### src/verilog/tsl_pkg.sv
// constants shared by the talkback signaling logic
package tsl_pkg;
  localparam int ADDR_W = 4;
  localparam int DATA_W = 8;
  localparam int GPI_W = 4;
  localparam int SIG_IN_W = 4;
  localparam int SYNC_W = GPI_W + SIG_IN_W;
  localparam int ROOMS = 2;
  // register byte offsets
  localparam logic [ADDR_W-1:0] CTRL_OFS = 4'h0;
  localparam logic [ADDR_W-1:0] WARN_OFS = 4'h4;
  localparam logic [ADDR_W-1:0] STAT_OFS = 4'h8;
  localparam logic [ADDR_W-1:0] GPI_OFS = 4'hC;
  // control register fields
  localparam int CTRL_KEY_BIT = 0;
  localparam int CTRL_ASSIGN_LSB = 1;
  localparam int CTRL_SEL_LSB = 4;
  // values after reset
  localparam logic [DATA_W-1:0] CTRL_RST = 8'h00;
  localparam logic [ROOMS-1:0] WARN_RST = 2'h0;
  localparam logic [SYNC_W-1:0] SYNC_RST = 8'h00;
  // edges from a pin change to the lamp that shows it
  localparam int PIN_TO_LAMP_CYC = 3;
endpackage

### src/verilog/tsl_room_if.sv
// signals between the console core and one room's signaling logic
`timescale 1ns/10ps
interface tsl_room_if;
  logic ret_talk;
  logic ret_in_studio;
  logic fader_start;
  logic onair;
  logic console_talk;
  logic manual;
  logic [1:0] sig_out;
  logic [1:0] sig_in;
  logic dim;
  logic cut;
  logic ext_cut;
  logic warn_lamp;
  logic talk_lamp;
  logic [1:0] sig_lamp;
  modport ctl(output ret_talk, ret_in_studio, fader_start, onair,
    console_talk, manual, sig_out, sig_in,
    input dim, cut, ext_cut, warn_lamp, talk_lamp, sig_lamp);
  modport room(input ret_talk, ret_in_studio, fader_start, onair,
    console_talk, manual, sig_out, sig_in,
    output dim, cut, ext_cut, warn_lamp, talk_lamp, sig_lamp);
endinterface

### src/verilog/tsl_top.sv
// talkback signaling logic: dim, cut, lamps and broadcast mode
// What this block does
// - desk talk, or producer talk in the control room, dims monitors, prelisten
// - return one talk dims room a, in-studio
// - return two talk dims room b, in-studio
// - fader start or broadcast cuts room a
// - fader start or broadcast cuts room b
// - external one cut with room a, in-studio
// - external two cut with room b, in-studio
// - room a signal one lamp ORs in/out
// - room a signal two lamp ORs in/out
// - room a warning on cut or manual
// - room a talk lamp on console/return talk
// - room b signal one lamp ORs in/out
// - room b signal two lamp ORs in/out
// - room b warning on cut or manual
// - room b talk lamp on console/return talk
// - broadcast mode from key or selected input
// - warning key toggles manual request, shows state
// - broadcast mode blocks hazardous functions
// - studio talk feeds both rooms together
//
// The register addresses and the strobed register port were chosen for this implementation.
`timescale 1ns/10ps
module tsl_top
  import tsl_pkg::*;
(
  input wire logic i_ref_clk,
  input wire logic i_rst,
  input wire logic [ADDR_W-1:0] i_addr,
  input wire logic [DATA_W-1:0] i_wdata,
  input wire logic i_wr,
  input wire logic i_rd,
  output logic [DATA_W-1:0] o_rdata,
  input wire logic i_desk_talk,
  input wire logic i_producer_talk,
  input wire logic i_producer_in_control_room,
  input wire logic i_studio_talk_key,
  input wire logic i_console_talk_to_room_a,
  input wire logic i_console_talk_to_room_b,
  input wire logic i_return_one_talk_to_control_room,
  input wire logic i_return_two_talk_to_control_room,
  input wire logic i_return_path_one_in_room,
  input wire logic i_return_path_two_in_room,
  input wire logic i_fader_start_room_a,
  input wire logic i_fader_start_room_b,
  input wire logic i_room_a_signal_one_out,
  input wire logic i_room_a_signal_two_out,
  input wire logic i_room_b_signal_one_out,
  input wire logic i_room_b_signal_two_out,
  input wire logic i_room_a_signal_one_in,
  input wire logic i_room_a_signal_two_in,
  input wire logic i_room_b_signal_one_in,
  input wire logic i_room_b_signal_two_in,
  input wire logic [GPI_W-1:0] i_gpi,
  input wire logic [ROOMS-1:0] i_warning_lamp_manual_key,
  input wire logic i_solo_in_place_req,
  input wire logic i_talk_to_masters_req,
  output logic o_dim_control_room,
  output logic o_dim_prelisten_feed,
  output logic o_dim_room_a,
  output logic o_dim_room_b,
  output logic o_cut_room_a,
  output logic o_cut_room_b,
  output logic o_cut_external_path_one,
  output logic o_cut_external_path_two,
  output logic o_room_a_signal_one_lamp,
  output logic o_room_a_signal_two_lamp,
  output logic o_room_b_signal_one_lamp,
  output logic o_room_b_signal_two_lamp,
  output logic o_room_a_warning_lamp,
  output logic o_room_b_warning_lamp,
  output logic o_room_a_talk_lamp,
  output logic o_room_b_talk_lamp,
  output logic [ROOMS-1:0] o_warning_key_lamp,
  output logic o_broadcast_mode,
  output logic o_solo_in_place_grant,
  output logic o_talk_to_masters_grant
);
  logic [SYNC_W-1:0] pins_sync;
  logic [GPI_W-1:0] gpi_sync;
  logic [SIG_IN_W-1:0] sig_in_sync;
  logic [DATA_W-1:0] ctrl_reg;
  logic [ROOMS-1:0] manual_reg;
  logic [ROOMS-1:0] manual_next;
  logic [ROOMS-1:0] warn_wr_toggle;
  logic broadcast_mode_reg;
  logic broadcast_mode_next;
  logic dim_monitor_reg;
  logic solo_grant_reg;
  logic masters_grant_reg;
  logic [DATA_W-1:0] rdata_reg;
  logic [DATA_W-1:0] rdata_next;
  logic [DATA_W-1:0] status_word;
  logic talk_room_a;
  logic talk_room_b;
  logic any_desk_talk;
  logic [1:0] gpi_select;

  tsl_room_if room_bus[ROOMS] ();

  // optocoupler pins pass two flip-flops before use
  tsl_sync u_sync (
    .i_ref_clk(i_ref_clk),
    .i_rst(i_rst),
    .i_async({i_room_b_signal_two_in, i_room_b_signal_one_in,
      i_room_a_signal_two_in, i_room_a_signal_one_in, i_gpi}),
    .o_sync(pins_sync)
  );
  assign gpi_sync = pins_sync[GPI_W-1:0];
  assign sig_in_sync = pins_sync[SYNC_W-1:GPI_W];

  // studio talk key reaches both rooms at once
  assign talk_room_a = i_console_talk_to_room_a | i_studio_talk_key;
  assign talk_room_b = i_console_talk_to_room_b | i_studio_talk_key;
  assign any_desk_talk = i_desk_talk | talk_room_a | talk_room_b;

  // per room inputs
  assign room_bus[0].ret_talk = i_return_one_talk_to_control_room;
  assign room_bus[0].ret_in_studio = i_return_path_one_in_room;
  assign room_bus[0].fader_start = i_fader_start_room_a;
  assign room_bus[0].console_talk = talk_room_a;
  assign room_bus[0].sig_out = {i_room_a_signal_two_out,
    i_room_a_signal_one_out};
  assign room_bus[0].sig_in = sig_in_sync[1:0];
  assign room_bus[1].ret_talk = i_return_two_talk_to_control_room;
  assign room_bus[1].ret_in_studio = i_return_path_two_in_room;
  assign room_bus[1].fader_start = i_fader_start_room_b;
  assign room_bus[1].console_talk = talk_room_b;
  assign room_bus[1].sig_out = {i_room_b_signal_two_out,
    i_room_b_signal_one_out};
  assign room_bus[1].sig_in = sig_in_sync[3:2];

  // one signaling slice per room, broadcast state per assignment bit
  for (genvar r = 0; r < ROOMS; r++) begin : g_room
    assign room_bus[r].onair = broadcast_mode_reg
      & ctrl_reg[CTRL_ASSIGN_LSB + r];
    assign room_bus[r].manual = manual_reg[r];
    tsl_room u_room (
      .i_ref_clk(i_ref_clk),
      .i_rst(i_rst),
      .rb(room_bus[r])
    );
  end

  // room outputs to pins
  assign o_dim_room_a = room_bus[0].dim;
  assign o_dim_room_b = room_bus[1].dim;
  assign o_cut_room_a = room_bus[0].cut;
  assign o_cut_room_b = room_bus[1].cut;
  assign o_cut_external_path_one = room_bus[0].ext_cut;
  assign o_cut_external_path_two = room_bus[1].ext_cut;
  assign o_room_a_signal_one_lamp = room_bus[0].sig_lamp[0];
  assign o_room_a_signal_two_lamp = room_bus[0].sig_lamp[1];
  assign o_room_b_signal_one_lamp = room_bus[1].sig_lamp[0];
  assign o_room_b_signal_two_lamp = room_bus[1].sig_lamp[1];
  assign o_room_a_warning_lamp = room_bus[0].warn_lamp;
  assign o_room_b_warning_lamp = room_bus[1].warn_lamp;
  assign o_room_a_talk_lamp = room_bus[0].talk_lamp;
  assign o_room_b_talk_lamp = room_bus[1].talk_lamp;

  // control register write
  always_ff @(posedge i_ref_clk) begin
    if (i_rst) begin
      ctrl_reg <= CTRL_RST;
    end else if (i_wr && i_addr == CTRL_OFS) begin
      ctrl_reg <= i_wdata;
    end
  end

  // manual warning requests: key pulse or written one toggles
  assign warn_wr_toggle = (i_wr && i_addr == WARN_OFS) ?
    i_wdata[ROOMS-1:0] : WARN_RST;
  assign manual_next = manual_reg
    ^ (warn_wr_toggle | i_warning_lamp_manual_key);
  always_ff @(posedge i_ref_clk) begin
    if (i_rst) begin
      manual_reg <= WARN_RST;
    end else begin
      manual_reg <= manual_next;
    end
  end
  assign o_warning_key_lamp = manual_reg;

  // broadcast mode from key bit or the selected general input
  assign gpi_select = ctrl_reg[CTRL_SEL_LSB +: 2];
  assign broadcast_mode_next = ctrl_reg[CTRL_KEY_BIT]
    | gpi_sync[gpi_select];
  always_ff @(posedge i_ref_clk) begin
    if (i_rst) begin
      broadcast_mode_reg <= 1'b0;
    end else begin
      broadcast_mode_reg <= broadcast_mode_next;
    end
  end
  assign o_broadcast_mode = broadcast_mode_reg;

  // hazardous functions refused while broadcasting
  always_ff @(posedge i_ref_clk) begin
    if (i_rst) begin
      solo_grant_reg <= 1'b0;
      masters_grant_reg <= 1'b0;
    end else begin
      solo_grant_reg <= i_solo_in_place_req & ~broadcast_mode_reg;
      masters_grant_reg <= i_talk_to_masters_req
        & ~broadcast_mode_reg;
    end
  end
  assign o_solo_in_place_grant = solo_grant_reg;
  assign o_talk_to_masters_grant = masters_grant_reg;

  // control room and prelisten dim on desk, console or studio talk, or producer talk in the control room
  always_ff @(posedge i_ref_clk) begin
    if (i_rst) begin
      dim_monitor_reg <= 1'b0;
    end else begin
      dim_monitor_reg <= any_desk_talk
        | (i_producer_talk & i_producer_in_control_room);
    end
  end
  assign o_dim_control_room = dim_monitor_reg;
  assign o_dim_prelisten_feed = dim_monitor_reg;

  // status word and read mux, unmapped reads return zero
  assign status_word = {room_bus[1].warn_lamp, room_bus[0].warn_lamp,
    room_bus[1].ext_cut, room_bus[0].ext_cut, room_bus[1].cut,
    room_bus[0].cut, dim_monitor_reg, broadcast_mode_reg};
  always_comb begin
    rdata_next = 8'h00;
    if (i_rd) begin
      case (i_addr)
        CTRL_OFS: rdata_next = ctrl_reg;
        WARN_OFS: rdata_next = {6'h00, manual_reg};
        STAT_OFS: rdata_next = status_word;
        GPI_OFS: rdata_next = {4'h0, gpi_sync};
        default: rdata_next = 8'h00;
      endcase
    end
  end

  // read data stand only in the cycle after the strobe
  always_ff @(posedge i_ref_clk) begin
    if (i_rst) begin
      rdata_reg <= 8'h00;
    end else begin
      rdata_reg <= rdata_next;
    end
  end
  assign o_rdata = rdata_reg;
endmodule

### src/verilog/tsl_sync.sv
// two flip-flop synchroniser for optocoupler inputs
`timescale 1ns/10ps
module tsl_sync
  import tsl_pkg::*;
(
  input wire logic i_ref_clk,
  input wire logic i_rst,
  input wire logic [SYNC_W-1:0] i_async,
  output logic [SYNC_W-1:0] o_sync
);
  logic [SYNC_W-1:0] meta_reg;

  // first stage feeds only the second stage
  always_ff @(posedge i_ref_clk) begin
    if (i_rst) begin
      meta_reg <= SYNC_RST;
      o_sync <= SYNC_RST;
    end else begin
      meta_reg <= i_async;
      o_sync <= meta_reg;
    end
  end
endmodule

### src/verilog/tsl_room.sv
// dim, cut and lamp logic for one room and its return path
`timescale 1ns/10ps
module tsl_room
  import tsl_pkg::*;
(
  input wire logic i_ref_clk,
  input wire logic i_rst,
  tsl_room_if.room rb
);
  logic cut_next;

  // room cut from fader start or broadcast state
  assign cut_next = rb.fader_start | rb.onair;

  // all room outputs registered, cleared on reset
  always_ff @(posedge i_ref_clk) begin
    if (i_rst) begin
      rb.dim <= 1'b0;
      rb.cut <= 1'b0;
      rb.ext_cut <= 1'b0;
      rb.warn_lamp <= 1'b0;
      rb.talk_lamp <= 1'b0;
      rb.sig_lamp <= 2'h0;
    end else begin
      rb.dim <= rb.ret_talk & rb.ret_in_studio;
      rb.cut <= cut_next;
      rb.ext_cut <= cut_next & rb.ret_in_studio;
      rb.warn_lamp <= cut_next | rb.manual;
      rb.talk_lamp <= rb.console_talk | rb.ret_talk;
      rb.sig_lamp <= rb.sig_out | rb.sig_in;
    end
  end
endmodule

### config.mk
export PLATFORM = sky130hd
export DESIGN_NAME = tsl_top
export DESIGN_NICKNAME = d
export VERILOG_FILES = /design/src/verilog/tsl_pkg.sv /design/src/verilog/tsl_room_if.sv /design/src/verilog/tsl_top.sv /design/src/verilog/tsl_sync.sv /design/src/verilog/tsl_room.sv
export SDC_FILE = /design/constraint.sdc
export NUM_CORES = 1
export LEC_CHECK = 0
export ABC_CLOCK_PERIOD_IN_PS = 4350
export BUFFER_PORTS_ARGS = -buffer_cell sky130_fd_sc_hd__buf_2
export CAP_MARGIN = 20
export CORE_ASPECT_RATIO = 1.1
export CORE_UTILIZATION = 53
export CTS_BUF_LIST = sky130_fd_sc_hd__clkbuf_4 sky130_fd_sc_hd__clkbuf_8
export CTS_CLUSTER_SIZE = 24
export DETAILED_ROUTE_END_ITERATION = 8
export MAX_ROUTING_LAYER = met4
export PLACE_DENSITY = 0.92
export SLEW_MARGIN = 20
export SYNTH_ARGS = -nofsm -noshare
export SYNTH_HDL_FRONTEND = slang
export SYNTH_SLANG_ARGS = --single-unit
### constraint.sdc
create_clock -name i_ref_clk -period 4.35 [get_ports i_ref_clk]
set_input_delay 1.0875 -clock i_ref_clk [delete_from_list [all_inputs] [get_ports i_ref_clk]]
set_output_delay 1.0875 -clock i_ref_clk [all_outputs]
set_load 0.005 [all_outputs]
# == Word-level counts from Yosys, hierarchy flattened ==
# Index checks and enable logic that the tools add are counted.
# totals
wordCells,60
in_bits,44
reg_bits,52
out_inout_bits,29
# classes
mux,4
reduce_logical,4
bitwise_logic,27
eq_ne,3
magnitude_cmp,1
# op_table
operator,n
case mux 8 bit (4 select lines),1
bitwise OR 1 bit,12
bitwise AND 1 bit,9
"equality test 4 bit, second input constant",2
bitwise OR 2 bit,3
"equality test 4 x 3 -> 1 bit, second input constant",1
zero test 4 bit,1
"< comparator 2 x 3 -> 1 bit, second input constant",1
binary-select mux 1 bit (select 2 bit),1
logical AND 1 bit,2
two-way mux 2 bit,1
inverter 1 bit,2
OR reduction 2 bit,1
XOR 2 bit,1
two-way mux 1 bit,1

# == Longest topological paths before layout ==
# depth
ltp_word,5
mapped_depth,5
depth_no_buf,3

# == Modules after synthesis ==
# From an unflattened synthesis, not the netlist that was laid out.
# hier_totals
cells_unflattened,169
area_unflattened_um2,1814.2
# by_module_without_submodules
mod,n_inst,seq_area_each_um2,cells_each,area_per_inst_um2
tsl_top,1,440.4,98,959.7
tsl_sync,1,320.3,33,464.2
tsl_room,2,140.1,19,195.2

# == Least setup slack after synthesis ==
# OpenSTA, ideal clock, no wires.
# synth_timing
path_kind,input -> register
startpoint,input port i_rst
endpoint,register rdata_reg[4] (netlist: o_rdata[4])
cell_stages,4
setup_ns,0.064
required_ns,4.286
arrival_ns,2.072
slack_ns,2.214
path_buffers,1
path_cell_list,buf_6 or4b_4 or2_4 nor2_1
# synth_between
elab_chain_cells,1
# synth_rtl
element,line,rtl
"start, declared",tsl_top.sv:29,"input wire logic i_rst,"
OR reduction 2 bit (no line),-,
"end signal, assigned",tsl_top.sv:246,rdata_reg <= rdata_next;
"end, declared",tsl_top.sv:92,logic [DATA_W-1:0] rdata_reg;
# Every way passes these cells.
# A chain may end at the register's enable or synchronous reset.

# == Worst setup path in the final report ==
# layout_timing
startpoint,input port i_rst
endpoint,register rdata_reg[7] (netlist: o_rdata[7])
# The elaborated chain is that of the path after synthesis.

==> metrics.txt <==
ys async rst share=0; Sw Share=0.240; Max-Cap Viols=0; combinational fraction of design power=0.098; Total GRT Usage=0.217; initial antenna violation count=0; Final Critical Period=2120 ps; Routed Antenna Nets=0; vias in the first global route=1,309; Yosys top cell area share=0.589; Die X=57.1 µm; period utilization=0.486; first-pass GRT wire length=5650 µm; WP data arrival=2430 ps; # DRC=10; count leader, synth=dfxtp_1; dpl cell area=2100 µm²; worst slew pin tran=702 ps; TritonCTS sink count=52; share of cells above drive strength 1=0.388; vias per cell=5.22; Clock Power Share=0.265; worst r2r path cells=3; total grt overflow=0; mapped cell area=1770 µm²; final setup fails=0; hold depth=1; CORE AREA=3100 µm²; cell taking the most area after synthesis=dfxtp_1; ant diodes=0; GP Congestion=0.882; Synth cell types=27; DRT Wirelength=3570 µm; Mapped Avg Cell Area=10.5 µm²; Worst setup EP type=register; largest net degree at the start of global routing=46; Setup TNS=0 ps; Synth Register Bits=52; Critical Path Start Type=primary input; Sequential Power Share=0.637; Clock Tree Buf Depth=2; Fmax=0.473 GHz; TritonRoute pass-1 iters=6; CP required=4660 ps; RSZ-0062 raised after global routing=no; clock transition at the registers of the reported paths=140 ps; H-tree levels=2; clk root buf=clkbuf_4; Post-synth top cells=dfxtp_1, nor2_1, nor2b_1; hold_buf cts=0; CTS tree=done; Initial Utilization=0.570; Lkg Pwr=0.997 nW; Syn Nets=213; final hold violations=0; Post-synth top flop=dfxtp_1; Clock Skew=11.7 ps; Post-Synthesis Cells=169; DR iter-0 viols=52; Crit Path Class=in -> reg; DP Wirelength=2740 µm; DIE HEIGHT=62.6 µm; Skew-Pair Late Insertion Delay=370 ps; Layout area overhead=22.5%; worst hold path type=reg -> reg; num ports=73; PortBufs=72; Design Area, Final=2160 µm²; relative slew slack=0.532; power per cell area=366 nW/µm²; CTS resizes=0; Int Pwr=0.000602 W; drt wl/cell=13.2 µm; warnings from Yosys=0; Max FO, Critical Path=45; fin. max-slew vios=0; P_sw=0.000190 W; Final Core Density=0.698; fin nets=280; peak supply drop=0.294 mV; row count=21; postcts setup bufs=0; Die ar.=3570 µm²; status=finished, violations left; Vias=1,414; Seq/Total Area, Yosys=0.589; CTS Buf Count=5; Area contributors post-synth=dfxtp_1, nor2b_1, nor2_1, mux4_2, mux2i_1; failing checks=design-rule violations; EDFF count, synth=0
## layer usage
metal | part of all wire | vias up | track usage
li1 | - | 700 | -
met5 | 0 | - | -
met1 | 0.37 | 656 | 0.221
met3 | 0.057 | 8 | 0.0580
met4 | 0.018 | 0 | 0.0671
met2 | 0.55 | 50 | 0.397
## area by class of cell
cell class,count,area (µm²)
well taps,34,42.5
repair buffers,72,360
clock buffers,5,37.5
flip-flops and latches,52,1040
clock inverters,3,22.5
fillers,261,936
multi-input cells,105,661
## critical path, cell delays in order
cell and delay, ps:
buf_2 320, or4b_4 650, or2_4 260, nor2_1 90
## cells by family (layout without fill, tap and decap cells)
| logic type | count (synthesis) | in the layout | share of synthesized area |
|---|---|---|---|
| AO/OA/AOI/OAI | 25 | 25 | 0.0751 |
| multiplexers | 11 | 11 | 0.0850 |
| AND/OR/NAND/NOR | 69 | 69 | 0.214 |
| buffers and inverters | 12 | 80 | 0.0368 |
| flip-flops | 52 | 52 | 0.589 |
## placed cells by master, fill, tap and decap left out, drive strengths merged, types with 3 or more instances in the layout
cell type | synthesis | final
buf | 5 | 72
dfxtp | 52 | 52
nor2 | 23 | 23
nor2b | 17 | 17
a21oi | 11 | 11
o21ai | 10 | 10
nand3 | 8 | 8
mux2i | 6 | 6
clkbuf | 7 | 5
or2 | 4 | 4
mux4 | 3 | 3
nand2 | 3 | 3
nor3b | 3 | 3
## stage by stage
step	setup WS, ps	total power, W	hold WS [ps]	cells
global placement	1870	0.000590	417	263
global route	2190	0.000833	449	271
floorplan	2210	0.000556	414	169
finish	2230	0.000792	451	271
detailed placement	1840	0.000592	429	263
CTS	2240	0.000799	450	271
## power by group through the flow
stage / Clock, W / Combinational, W / Sequential, W
floorplan: 0 / 0.0000414 / 0.000514
global placement: 0 / 0.0000749 / 0.000515
detailed placement: 0 / 0.0000769 / 0.000516
CTS: 0.000217 / 0.0000775 / 0.000505
global route: 0.000241 / 0.0000847 / 0.000507
finish: 0.000210 / 0.0000774 / 0.000505
## path summary, 6_finish.rpt
check / start / end / slack, ps
max reg2reg: ctrl_reg[5]$_SDFFE_PP0P_ / o_broadcast_mode$_SDFF_PP0_ / 3170
min reg2reg: u_sync.meta_reg[2]$_SDFF_PP0_ / u_sync.o_sync[2]$_SDFF_PP0_ / 450
max: i_rst / o_rdata[7]$_SDFF_PP0_ / 2230
min: u_sync.meta_reg[2]$_SDFF_PP0_ / u_sync.o_sync[2]$_SDFF_PP0_ / 450
(Power assumes the default switching activity.)
